--- src/verilog/dct_pkg.sv ---
// Package with register map, field layouts and trigger codes of the channel.
package dct_pkg;
  localparam logic [7:0] DCT_IDX_CTRL = 8'h00;
  localparam logic [7:0] DCT_IDX_ADDRCTRL = 8'h02;
  localparam logic [7:0] DCT_IDX_TRIG = 8'h03;
  localparam logic [7:0] DCT_IDX_CNTL = 8'h04;
  localparam logic [7:0] DCT_IDX_CNTH = 8'h05;
  localparam logic [7:0] DCT_IDX_REP = 8'h06;
  localparam logic [7:0] DCT_IDX_DEST = 8'h0c;
  localparam logic [7:0] DCT_IDX_STATUS = 8'h10;
  localparam int DCT_CTRL_EN = 0;
  localparam int DCT_CTRL_REPEAT = 1;
  localparam int DCT_CTRL_SWREQ = 2;
  localparam int DCT_ST_BUSY = 0;
  localparam int DCT_ST_DONE = 1;
  localparam int DCT_ST_ERR = 2;
  localparam logic [15:0] DCT_CNT_RESET = 16'h0001;
  localparam logic [15:0] DCT_CNT_ZERO_RUN = 16'hffff;
  localparam logic [1:0] DCT_RL_NONE = 2'h0;
  localparam logic [1:0] DCT_RL_BLOCK = 2'h1;
  localparam logic [1:0] DCT_RL_BURST = 2'h2;
  localparam logic [1:0] DCT_RL_TRANS = 2'h3;
  localparam logic [1:0] DCT_DIR_INC = 2'h1;
  localparam logic [1:0] DCT_DIR_DEC = 2'h2;
  localparam logic [7:0] DCT_TRG_EVSYS = 8'h01;
  localparam logic [7:0] DCT_TRG_CRYPTO = 8'h04;
  localparam logic [7:0] DCT_TRG_ADC0 = 8'h10;
  localparam logic [7:0] DCT_TRG_DAC0 = 8'h15;
  localparam logic [7:0] DCT_TRG_ADC1 = 8'h20;
  localparam logic [7:0] DCT_TRG_DAC1 = 8'h25;
  localparam logic [7:0] DCT_TRG_PORT0 = 8'h40;
  localparam logic [7:0] DCT_PORT_STRIDE = 8'h20;
  localparam logic [4:0] DCT_OFS_TMR1 = 5'h06;
  localparam logic [4:0] DCT_OFS_SPI = 5'h0a;
  localparam logic [4:0] DCT_OFS_SER0 = 5'h0b;
  localparam logic [4:0] DCT_OFS_SER1 = 5'h0e;

  typedef enum logic [2:0] {
    DCT_IDLE = 3'b001,
    DCT_WAIT = 3'b010,
    DCT_RUN = 3'b100
  } dct_state_t;

  typedef struct packed {
    logic [1:0] reload;
    logic [1:0] dir;
  } dct_addrctrl_t;

  typedef struct packed {
    logic sel;
    logic write;
    logic [7:0] idx;
  } dct_bus_t;

  typedef struct packed {
    dct_state_t st;
    dct_bus_t dph;
    logic enable;
    logic repeat_en;
    logic sw_req;
    logic busy;
    logic done;
    logic err;
    dct_addrctrl_t actl;
    logic [7:0] trig;
    logic [15:0] cnt_init;
    logic [15:0] cnt;
    logic [7:0] rep;
    logic [23:0] dest_init;
    logic [23:0] dest;
    logic [31:0] rdata;
    logic req_taken;
    logic byte_ack;
  } dct_regs_t;
endpackage

--- src/verilog/dct_channel.sv ---
// Channel logic: AHB-Lite registers, trigger select, counters, destination.
`timescale 1ns/10ps
module dct_channel (
  input wire logic clk,
  input wire logic rst_n,
  input wire logic hsel,
  input wire logic [31:0] haddr,
  input wire logic [1:0] htrans,
  input wire logic hwrite,
  input wire logic [2:0] hsize,
  input wire logic [31:0] hwdata,
  input wire logic hready,
  output logic [31:0] hrdata,
  output logic hreadyout,
  output logic hresp,
  input wire logic [2:0] ev_req,
  input wire logic crypto_req,
  input wire logic [4:0] adc0_req,
  input wire logic [1:0] dac0_req,
  input wire logic [4:0] adc1_req,
  input wire logic [1:0] dac1_req,
  input wire logic [3:0][5:0] port_timer0_req,
  input wire logic [3:0][3:0] port_timer1_req,
  input wire logic [3:0] port_spi_req,
  input wire logic [3:0][1:0] port_ser0_req,
  input wire logic [3:0][1:0] port_ser1_req,
  input wire logic byte_read,
  input wire logic byte_written,
  input wire logic burst_done,
  input wire logic xfer_error,
  output logic xfer_req,
  output logic channel_busy_flag,
  output logic [23:0] dest_addr,
  output logic [15:0] block_byte_count,
  output logic [1:0] dest_step_mode
);
  dct_pkg::dct_regs_t r_reg;
  dct_pkg::dct_regs_t r_next;
  logic [2:0] ev_s1_reg;
  logic [2:0] ev_s2_reg;
  logic [95:0] per_s1_reg;
  logic [95:0] per_s2_reg;
  logic [95:0] per_raw;
  logic [255:0] trig_vec;
  logic hw_trig;
  logic block_end;
  logic last_block;
  logic [7:0] widx;
  logic [7:0] wb;

  ////////////////////////////////////////////////////////////////////////////
  // Trigger lines come from other logic and pass two flops before use.

  assign per_raw = {crypto_req, adc0_req, dac0_req, adc1_req, dac1_req,
                    port_timer0_req, port_timer1_req, port_spi_req,
                    port_ser0_req, port_ser1_req, 21'h0};

  always_ff @(posedge clk) begin
    if (!rst_n) begin
      ev_s1_reg <= 3'h0;
      ev_s2_reg <= 3'h0;
      per_s1_reg <= 96'h0;
      per_s2_reg <= 96'h0;
    end else begin
      ev_s1_reg <= ev_req;
      ev_s2_reg <= ev_s1_reg;
      per_s1_reg <= per_raw;
      per_s2_reg <= per_s1_reg;
    end
  end

  ////////////////////////////////////////////////////////////////////////////
  // Code space: unused codes stay zero and so never fire.

  always_comb begin
    logic [7:0] b;
    b = 8'h00;
    trig_vec = 256'h0;
    for (int e = 0; e < 3; e++) begin
      trig_vec[8'(dct_pkg::DCT_TRG_EVSYS + 8'(e))] = ev_s2_reg[e];
    end
    trig_vec[dct_pkg::DCT_TRG_CRYPTO] = per_s2_reg[95];
    for (int c = 0; c < 5; c++) begin
      trig_vec[8'(dct_pkg::DCT_TRG_ADC0 + 8'(c))] = per_s2_reg[90 + c];
      trig_vec[8'(dct_pkg::DCT_TRG_ADC1 + 8'(c))] = per_s2_reg[83 + c];
    end
    for (int c = 0; c < 2; c++) begin
      trig_vec[8'(dct_pkg::DCT_TRG_DAC0 + 8'(c))] = per_s2_reg[88 + c];
      trig_vec[8'(dct_pkg::DCT_TRG_DAC1 + 8'(c))] = per_s2_reg[81 + c];
    end
    for (int p = 0; p < 4; p++) begin
      b = 8'(dct_pkg::DCT_TRG_PORT0 + 8'(p) * dct_pkg::DCT_PORT_STRIDE);
      for (int t = 0; t < 6; t++) begin
        trig_vec[8'(b + 8'(t))] = per_s2_reg[57 + p * 6 + t];
      end
      for (int t = 0; t < 4; t++) begin
        trig_vec[8'(b + 8'(dct_pkg::DCT_OFS_TMR1) + 8'(t))] =
          per_s2_reg[41 + p * 4 + t];
      end
      trig_vec[8'(b + 8'(dct_pkg::DCT_OFS_SPI))] = per_s2_reg[37 + p];
      for (int s = 0; s < 2; s++) begin
        trig_vec[8'(b + 8'(dct_pkg::DCT_OFS_SER0) + 8'(s))] =
          per_s2_reg[29 + p * 2 + s];
        trig_vec[8'(b + 8'(dct_pkg::DCT_OFS_SER1) + 8'(s))] =
          per_s2_reg[21 + p * 2 + s];
      end
    end
    trig_vec[8'h00] = 1'b0;
  end

  // A request line low means the peripheral cleared its flag, so the
  // pending request simply falls away; nothing is latched here.
  assign hw_trig = trig_vec[r_reg.trig];

  assign block_end = (r_reg.st == dct_pkg::DCT_RUN) && byte_read &&
                     (r_reg.cnt == 16'h0001);
  assign last_block = r_reg.repeat_en && (r_reg.rep == 8'h01);
  assign widx = r_reg.dph.idx;
  assign wb = hwdata[7:0];

  ////////////////////////////////////////////////////////////////////////////
  // Next state.

  always_comb begin
    logic done_set;
    logic err_set;
    done_set = 1'b0;
    err_set = 1'b0;
    r_next = r_reg;
    r_next.req_taken = 1'b0;
    r_next.byte_ack = 1'b0;
    r_next.dph.sel = hsel && hready && htrans[1];
    if (hsel && hready) begin
      r_next.dph.write = hwrite;
      r_next.dph.idx = 8'(haddr[9:2]);
    end
    // Datapath: bytes stepping the count and the destination.
    if (r_reg.st == dct_pkg::DCT_RUN && byte_read) begin
      r_next.cnt = r_reg.cnt - 16'h0001;
    end
    if (r_reg.st == dct_pkg::DCT_RUN && byte_written) begin
      if (r_reg.actl.dir == dct_pkg::DCT_DIR_INC) begin
        r_next.dest = r_reg.dest + 24'h000001;
      end else if (r_reg.actl.dir == dct_pkg::DCT_DIR_DEC) begin
        r_next.dest = r_reg.dest - 24'h000001;
      end
    end
    if (burst_done && r_reg.actl.reload == dct_pkg::DCT_RL_BURST) begin
      r_next.dest = r_reg.dest_init;
    end
    case (r_reg.st)
      dct_pkg::DCT_IDLE: begin
        if (r_reg.enable) begin
          r_next.busy = 1'b1;
          r_next.st = dct_pkg::DCT_WAIT;
        end
      end
      dct_pkg::DCT_WAIT: begin
        if (r_reg.sw_req || hw_trig) begin
          r_next.sw_req = 1'b0;
          r_next.req_taken = 1'b1;
          r_next.st = dct_pkg::DCT_RUN;
          if (r_reg.cnt == 16'h0000) begin
            r_next.cnt = dct_pkg::DCT_CNT_ZERO_RUN;
          end
          if (last_block) begin
            r_next.repeat_en = 1'b0;
          end
        end
      end
      dct_pkg::DCT_RUN: begin
        if (block_end) begin
          r_next.cnt = r_reg.cnt_init;
          if (r_reg.actl.reload == dct_pkg::DCT_RL_BLOCK) begin
            r_next.dest = r_reg.dest_init;
          end
          // The last block has already lost its repeat bit, so the
          // count must not be gated by that bit or it stops at one.
          if (r_reg.rep != 8'h00) begin
            r_next.rep = r_reg.rep - 8'h01;
          end
          if (r_reg.repeat_en && r_reg.rep != 8'h01) begin
            r_next.st = dct_pkg::DCT_WAIT;
            if (r_reg.rep == 8'h00) begin
              r_next.done = 1'b1;
              done_set = 1'b1;
            end
          end else begin
            r_next.done = 1'b1;
            done_set = 1'b1;
            r_next.busy = 1'b0;
            r_next.enable = 1'b0;
            r_next.st = dct_pkg::DCT_IDLE;
            if (r_reg.actl.reload == dct_pkg::DCT_RL_TRANS) begin
              r_next.dest = r_reg.dest_init;
            end
          end
        end
      end
      default: begin
        r_next.st = dct_pkg::DCT_IDLE;
      end
    endcase
    if (xfer_error && r_reg.busy) begin
      r_next.err = 1'b1;
      err_set = 1'b1;
      r_next.busy = 1'b0;
      r_next.enable = 1'b0;
      r_next.st = dct_pkg::DCT_IDLE;
    end
    // Register writes; flags set by hardware win over a software clear.
    if (r_reg.dph.sel && r_reg.dph.write) begin
      case (widx)
        dct_pkg::DCT_IDX_CTRL: begin
          r_next.enable = wb[dct_pkg::DCT_CTRL_EN];
          r_next.repeat_en = wb[dct_pkg::DCT_CTRL_REPEAT];
          r_next.sw_req = wb[dct_pkg::DCT_CTRL_SWREQ] && wb[0];
          if (!wb[dct_pkg::DCT_CTRL_EN]) begin
            r_next.busy = 1'b0;
            r_next.st = dct_pkg::DCT_IDLE;
          end
        end
        dct_pkg::DCT_IDX_ADDRCTRL: begin
          if (!r_reg.busy) begin
            r_next.actl = wb[3:0];
          end
        end
        dct_pkg::DCT_IDX_TRIG: begin
          r_next.trig = wb;
        end
        dct_pkg::DCT_IDX_CNTL: begin
          r_next.cnt[7:0] = wb;
          r_next.cnt_init[7:0] = wb;
        end
        dct_pkg::DCT_IDX_CNTH: begin
          r_next.cnt[15:8] = wb;
          r_next.cnt_init[15:8] = wb;
        end
        dct_pkg::DCT_IDX_REP: begin
          r_next.rep = wb;
        end
        dct_pkg::DCT_IDX_DEST: begin
          r_next.dest = hwdata[23:0];
          r_next.dest_init = hwdata[23:0];
        end
        dct_pkg::DCT_IDX_STATUS: begin
          if (wb[dct_pkg::DCT_ST_DONE] && !done_set) begin
            r_next.done = 1'b0;
          end
          if (wb[dct_pkg::DCT_ST_ERR] && !err_set) begin
            r_next.err = 1'b0;
          end
        end
        default: begin
        end
      endcase
    end
    // Read data is prepared for the cycle after the address phase.
    r_next.rdata = 32'h0;
    if (hsel && hready && htrans[1] && !hwrite) begin
      case (8'(haddr[9:2]))
        dct_pkg::DCT_IDX_CTRL: begin
          r_next.rdata[2:0] = {r_reg.sw_req, r_reg.repeat_en, r_reg.enable};
        end
        dct_pkg::DCT_IDX_ADDRCTRL: begin
          r_next.rdata[3:0] = r_reg.actl;
        end
        dct_pkg::DCT_IDX_TRIG: begin
          r_next.rdata[7:0] = r_reg.trig;
        end
        dct_pkg::DCT_IDX_CNTL: begin
          r_next.rdata[7:0] = r_reg.cnt[7:0];
        end
        dct_pkg::DCT_IDX_CNTH: begin
          r_next.rdata[7:0] = r_reg.cnt[15:8];
        end
        dct_pkg::DCT_IDX_REP: begin
          r_next.rdata[7:0] = r_reg.rep;
        end
        dct_pkg::DCT_IDX_DEST: begin
          r_next.rdata[23:0] = r_reg.dest;
        end
        dct_pkg::DCT_IDX_STATUS: begin
          r_next.rdata[2:0] = {r_reg.err, r_reg.done, r_reg.busy};
        end
        default: begin
        end
      endcase
    end
  end

  always_ff @(posedge clk) begin
    if (!rst_n) begin
      r_reg <= '0;
      r_reg.st <= dct_pkg::DCT_IDLE;
      r_reg.cnt <= dct_pkg::DCT_CNT_RESET;
      r_reg.cnt_init <= dct_pkg::DCT_CNT_RESET;
    end else begin
      r_reg <= r_next;
    end
  end

  ////////////////////////////////////////////////////////////////////////////
  // Outputs, all but the constant hreadyout and hresp taken from the state register.

  assign hrdata = r_reg.rdata;
  assign hreadyout = 1'b1;
  assign hresp = 1'b0;
  assign xfer_req = r_reg.req_taken;
  assign channel_busy_flag = r_reg.busy;
  assign dest_addr = r_reg.dest;
  assign block_byte_count = r_reg.cnt;
  assign dest_step_mode = r_reg.actl.dir;
endmodule // dct_channel

--- config.mk ---
export PLATFORM = sky130hd
export DESIGN_NAME = dct_channel
export DESIGN_NICKNAME = d
export VERILOG_FILES = /design/src/verilog/dct_pkg.sv /design/src/verilog/dct_channel.sv
export SDC_FILE = /design/constraint.sdc
export NUM_CORES = 1
export LEC_CHECK = 0
export ABC_AREA = 1
export BUFFER_PORTS_ARGS = -buffer_cell sky130_fd_sc_hd__buf_4
export CORE_MARGIN = 3
export CORE_UTILIZATION = 57
export DETAILED_ROUTE_END_ITERATION = 6
export HOLD_SLACK_MARGIN = 0.03
export PLACE_DENSITY_LB_ADDON = 0.05
export SETUP_SLACK_MARGIN = 0.02
export SKIP_CTS_REPAIR_TIMING = 1
export SLEW_MARGIN = 40
export SYNTH_ARGS = -nofsm -noshare
export SYNTH_HDL_FRONTEND = slang
export SYNTH_SLANG_ARGS = --single-unit
--- constraint.sdc ---
create_clock -name clk -period 5.4 [get_ports clk]
set_input_delay 0.27 -clock clk [delete_from_list [all_inputs] [get_ports clk]]
set_output_delay 0.27 -clock clk [all_outputs]
set_load 0.05 [all_outputs]
Word level (Yosys, flattened, before mapping)
Index checks and enable logic that the tools add are counted.
Word-level totals
  flip-flop bits (word level): 350
  word-level logic and storage cells: 157
  input port bits: 156
Cells by class
  $lt $le $gt $ge: 1
  bitwise gates (word level): 1
  muxes and demuxes: 67
  reductions and logical operators: 31
  add/sub/neg operators: 4
  equal/unequal tests: 25
Operators by type and width (number)
  $mux W24: 10
  $mux W106: 1
  $mux W8: 8
  $eq A8 B3 Y1 const B: 6
  $mux W16: 3
  $mux W48: 1
  $eq A8 B2 Y1 const B: 4
  $pmux W16 S2: 1
  $add A24 B1 Y24 const B: 1
  $logic_not A8 Y1: 3
  $pmux W3 S8: 1
  $sub A24 B1 Y24 const B: 1
  $mux W1: 22
  $mux W3: 7
  $pmux W4 S5: 1
  $eq A16 B1 Y1 const B: 1
  $eq A8 B4 Y1 const B: 2
  $eq A8 B5 Y1 const B: 2
  $logic_not A16 Y1: 1
  $sub A16 B1 Y16 const B: 1
  $logic_and A1 B1 Y1: 14
  $mux W4: 3
  $reduce_and A2 Y1: 6
  $mux W2: 5
  18 further kinds: 24

Depth between registers and ports, before layout
  depth after elaboration: 12
  gate-level depth with buffers: 20
  depth with buffers taken out: 19

Worst setup path after synthesis
Ideal clock, no wire load.
  path kind: flip-flop to flip-flop
  from: register r_reg (netlist bit dest_step_mode[1])
  to: register r_reg (netlist bit dest_addr[21])
  period minus slack after synthesis: 1.864 ns
  cell stages (with the launch flop): 14
  path slack: 3.536 ns
  buffers on the path: 0
  data arrival time: 1.732 ns
  setup time: 0.132 ns
  cell sequence: dfxtp_1 -> inv_1 -> nand2_2 -> clkinv_1 -> o21ai_0 -> o21ai_0 -> nor2_1 -> nand2_1 -> nor3_2 -> nand2_1 -> nand2_1 -> nand2_1 -> o21ai_0 -> a21oi_1
Between the ends
  word-level cells in the longest chain between the ends: 12
  elaborated cells on any way between the ends: 13
  classes of those cells: eq/ne (2); mux (11)
RTL lines
  from (decl): line dct_channel.sv:37  | dct_pkg::dct_regs_t r_reg;
  from (signal assigned): line dct_channel.sv:299  | r_reg <= r_next;
  $eq A2 B2 Y1: line dct_channel.sv:144  | end else if (r_reg.actl.dir == dct_pkg::DCT_DIR_DEC) begin
  $mux W24: line dct_channel.sv:144
  $mux W24 *: line dct_channel.sv:142  | if (r_reg.actl.dir == dct_pkg::DCT_DIR_INC) begin
  $mux W24 *: line dct_channel.sv:141  | if (r_reg.st == dct_pkg::DCT_RUN && byte_written) begin
  $mux W24 *: line dct_channel.sv:148  | if (burst_done && r_reg.actl.reload == dct_pkg::DCT_RL_BURST) begin
  $mux W24: line dct_channel.sv:174  | if (r_reg.actl.reload == dct_pkg::DCT_RL_BLOCK) begin
  $mux W24: line dct_channel.sv:194  | if (r_reg.actl.reload == dct_pkg::DCT_RL_TRANS) begin
  $mux W24: line dct_channel.sv:182  | if (r_reg.repeat_en && r_reg.rep != 8'h01) begin
  $mux W24: line dct_channel.sv:172  | if (block_end) begin
  $mux W24 *: line dct_channel.sv:151  | case (r_reg.st)
  $mux W48: line dct_channel.sv:213  | case (widx)
  $mux W106 *: line dct_channel.sv:212  | if (r_reg.dph.sel && r_reg.dph.write) begin
Mark *: on every way between the ends. The rest lies on a longest branch, timed or not.
A chain may end at the register's enable or synchronous reset.

Final worst setup path
  from: register r_reg[151] (netlist name)
  to: register r_reg (netlist bit dest_addr[5])
Between the ends
  word-level cells in the longest chain between the ends: 11
  elaborated cells on any way between the ends: 13
  classes of those cells: eq/ne (1); mux (9); reduce/logical (3)
RTL lines (line)
  $eq A3 B3 Y1 *: dct_channel.sv:115, dct_channel.sv:141, dct_channel.sv:151
  $logic_and A1 B1 Y1: dct_channel.sv:141
  $mux W24: dct_channel.sv:141
  $mux W24: dct_channel.sv:148
  $mux W24: dct_channel.sv:174
  $mux W24: dct_channel.sv:194
  $mux W24: dct_channel.sv:182
  $mux W24: dct_channel.sv:172
  $mux W24 *: dct_channel.sv:151
  $mux W48: dct_channel.sv:213
  $mux W106 *: dct_channel.sv:212
Marked as above.

==> run_results.csv <==
group,metric,value,unit
status,status,"complete, no violations",
worst_setup_path,critPathMaxStageDelay,0.51,ns
logic_synthesis,netlist_instances,1868,
global_routing,grt_use_total,27.25,%
hold_path,hold_class,"input pin to flip-flop",
hold_path,worstHoldStart,"hwrite",
global_routing,grt_max_degree,72,
final_layout,finish.instance_area,16170,um2
clock_network,cts_tree,"yes",
floorplan,dieArea,25160,um2
timing,hold_violations,0,
final_layout,fillers,1862,
routing,viasPerCell,5.152,
global_routing,grt_overflow,0,
worst_setup_path,r2r_end,"dest_addr[5]",
routing,drt-total-wl,36980,um
hold_path,hold_path_depth,3,
logic_synthesis,synth.distinct_cells,48,
worst_setup_path,crit_family,"simple AND/OR/NAND/NOR gates",
worst_setup_path,critPathLaunchType,"flip-flop",
floorplan,start_util,58.29,%
floorplan,io-pin-count,234,
placed_design,globalplace.congestion,1.000,
power_and_ir_drop,p_sw,1005,uW
timing,layout_min_cycle_time,3.063,ns
power_and_ir_drop,sw_frac_of_total,21.59,%
placed_design,dp_hpwl,25260,um
clock_network,clock-sinks,300,
worst_setup_path,reg2regPathDepth,11,
placed_design,placed_cell_area,14300,um2
logic_synthesis,synthMuxAreaShare,0,%
global_routing,grt_pass1_wl,54920,um
floorplan,fp-row-count,55,
worst_setup_path,path_buf_inv,3,
power_and_ir_drop,combPwrFrac,5.9,%
worst_setup_path,reg2reg_from,"r_reg[151]",
floorplan,die_h,158.6,um
logic_synthesis,netlist.area_leader.share,45.23,%
logic_synthesis,synth_area_per_cell,7.108,um2
timing,grt_setup_unrepaired,"false",
timing,fmax,326.5,MHz
timing,tightest_slew,0.8556,ns
final_layout,final_common_cell,"nand2_1",
final_layout,seqCellArea,6006,um2
flow_run,drv_cap,0,
worst_setup_path,cp_max_fo,20,
floorplan,die_w,158.6,um
routing,drc,0,
global_routing,antenna_found_initial,0,
timing,drv_slew,0,
worst_setup_path,crit_chain,"inv_1, nand3_2, nor2_2, nand4_2, inv_2, nand2_2, nand2_1, inv_1, a21oi_1, o21ai_1, a21oi_1",
final_layout,mostFrequentLayoutCells,"nand2_1 (481), inv_1 (305), dfxtp_1 (300)",
power_and_ir_drop,power.internal,3651,uW
final_layout,drive_gt1_share,13.11,%
power_and_ir_drop,clkPwrFrac,44.9,%
clock_network,path_clk_slew,0.06,ns
timing,finalSetupViolCount,0,
worst_setup_path,slowest_stage,"nor2_2",
timing,period_share,56.73,%
worst_setup_path,worstSetupPathType,"flip-flop to flip-flop",
logic_synthesis,synth_fa_ha_area_share,0.5654,%
worst_setup_path,critPathCaptureType,"flip-flop",
timing,fin_setup_tns,0,ns
floorplan,core-area,22780,um2
power_and_ir_drop,irDropWorstVdd,266.4,uV
power_and_ir_drop,p_per_area,288.0,nW/um2
logic_synthesis,synth_top_family_by_area,"simple AND/OR/NAND/NOR gates",
final_layout,fin_nets,2208,
final_layout,multi_input_area,5268,um2
clock_network,root_buffer,"clkbuf_16",
final_layout,synthToLayoutAreaGrowth,21.75,%
logic_synthesis,ys_warn_count,0,
timing,clock-skew-final,0.009843,ns
worst_setup_path,regToRegSetupSlack,2.34,ns
logic_synthesis,synth_area,13280,um2
clock_network,cts_buffers,30,
logic_synthesis,synth-seq-cells,300,
routing,ant_nets,0,
routing,num_vias,12266,
routing,drt_iter0_drc,923,
clock_network,cts.htree.levels,1,
power_and_ir_drop,p_leak,0.008110,uW
logic_synthesis,synth-seq-area-share,45.23,%
routing,firstDrtPassIters,5,
placed_design,io_buffers,187,
hold_path,hold_path_end,"r_reg[148]",
logic_synthesis,synth_area_leaders,"dfxtp_1 (45%), nand2_1 (14%), inv_1 (8.7%)",
global_routing,grt_pass1_vias,11007,
routing,routedWlPerCell,15.53,um
clock_network,worst_skew_pair.late_latency,0.56,ns
worst_setup_path,required,5.88,ns
final_layout,fin_util,70.97,%
clock_network,clockBufferDepth,3,
logic_synthesis,synth_xor_area_share,1.451,%
worst_setup_path,worst_ep_arrival_time,3.55,ns
timing,max-slew-margin-rel,42.22,%
logic_synthesis,synthSimpleGateAreaFrac,24.93,%
power_and_ir_drop,p_seq_share,49.2,%
logic_synthesis,synth_compound_area_share,12.33,%
logic_synthesis,yosysTopAreaCell,"dfxtp_1",
[metal layers]
layer  GRT usage, %  wire [um]
met5              0          0
met4          10.90       1397
met1          36.77      15850
met3          3.615       2612
met2          44.40      17120
[tightest hold or removal path, delay by kind of cell]
kind | cells | cell delay [ns]
AOI/OAI and AO/OA | 1 | 0.08
buffers and inverters | 1 | 0.08
and+or+nand+nor | 1 | 0.09
[worst max path at each step]
| stage | from | endpoint | slack, ns | cells past startpoint |
|---|---|---|---|---|
| finish | r_reg[151] | dest_addr[5] | 2.34 | 11 |
| global route | dest_step_mode[1] | dest_addr[21] | 2.00 | 13 |
| CTS | r_reg[151] | dest_addr[5] | 2.40 | 11 |
| detailed placement | r_reg[151] | dest_addr[5] | 2.42 | 11 |
| global placement | r_reg[123] | block_byte_count[6] | 2.43 | 14 |
| floorplan | dest_step_mode[1] | dest_addr[21] | 3.54 | 13 |
[logic make-up (layout without fill, tap and decap cells)]
logic type	count (synthesis)	in the layout
buffers and inverters	453	644
AND/OR/NAND/NOR	793	793
XOR/XNOR	22	22
flip-flops	300	300
other	2	11
AO/OA/AOI/OAI	292	292
adder cells (fa/ha/maj)	6	6
[power groups by stage]
stage / clock network, uW / registers, uW / logic (uW)
finish: 2090 / 2290 / 274
CTS: 2120 / 2290 / 219
global route: 2210 / 2300 / 301
detailed placement: 0 / 2340 / 217
global placement: 0 / 2340 / 212
floorplan: 0 / 2340 / 118
[cells in the mapped netlist, drive strengths merged]
| library cell | number |
|---|---|
| nand2 | 484 |
| inv | 308 |
| dfxtp | 300 |
| a21oi | 141 |
| nor2 | 139 |
| nand3 | 101 |
| buf | 96 |
| o21ai | 89 |
| clkbuf | 46 |
| nor3 | 35 |
| o211ai | 22 |
| xor2 | 20 |
| nand4 | 17 |
| nor4 | 8 |
| a221oi | 6 |
| ha | 6 |
| or2 | 6 |
| a22o | 4 |
| a31oi | 4 |
| a41oi | 4 |
| o21a | 4 |
| o22ai | 4 |
| a211oi | 3 |
| clkinv | 3 |
| o31ai | 3 |
| a22oi | 2 |
| conb | 2 |
| nand3b | 2 |
| o2111ai | 2 |
| o41ai | 2 |
| xnor2 | 2 |
| and3 | 1 |
| o21bai | 1 |
| o311ai | 1 |
[final cells by class]
class,instances,area share [%]
antenna,1,0.01548
clock buffer,45,5.619
clock inverter,8,0.5805
inverter,311,7.229
multi-input combinational,1123,32.59
sequential,300,37.15
tap,313,2.423
timing repair buffer,280,14.40
[per-stage QoR]
stage / setup WS, ns / total power [uW] / cells / hold WS [ns]
floorplan: 3.536 / 2454 / 1876 / 0.3676
global placement: 2.429 / 2551 / 2241 / 0.3931
detailed placement: 2.418 / 2557 / 2242 / 0.3968
CTS: 2.401 / 4635 / 2295 / -0.1197
global route: 1.998 / 4808 / 2380 / 0.03145
finish: 2.337 / 4656 / 2381 / 0.005046
(Power assumes the default switching activity.)
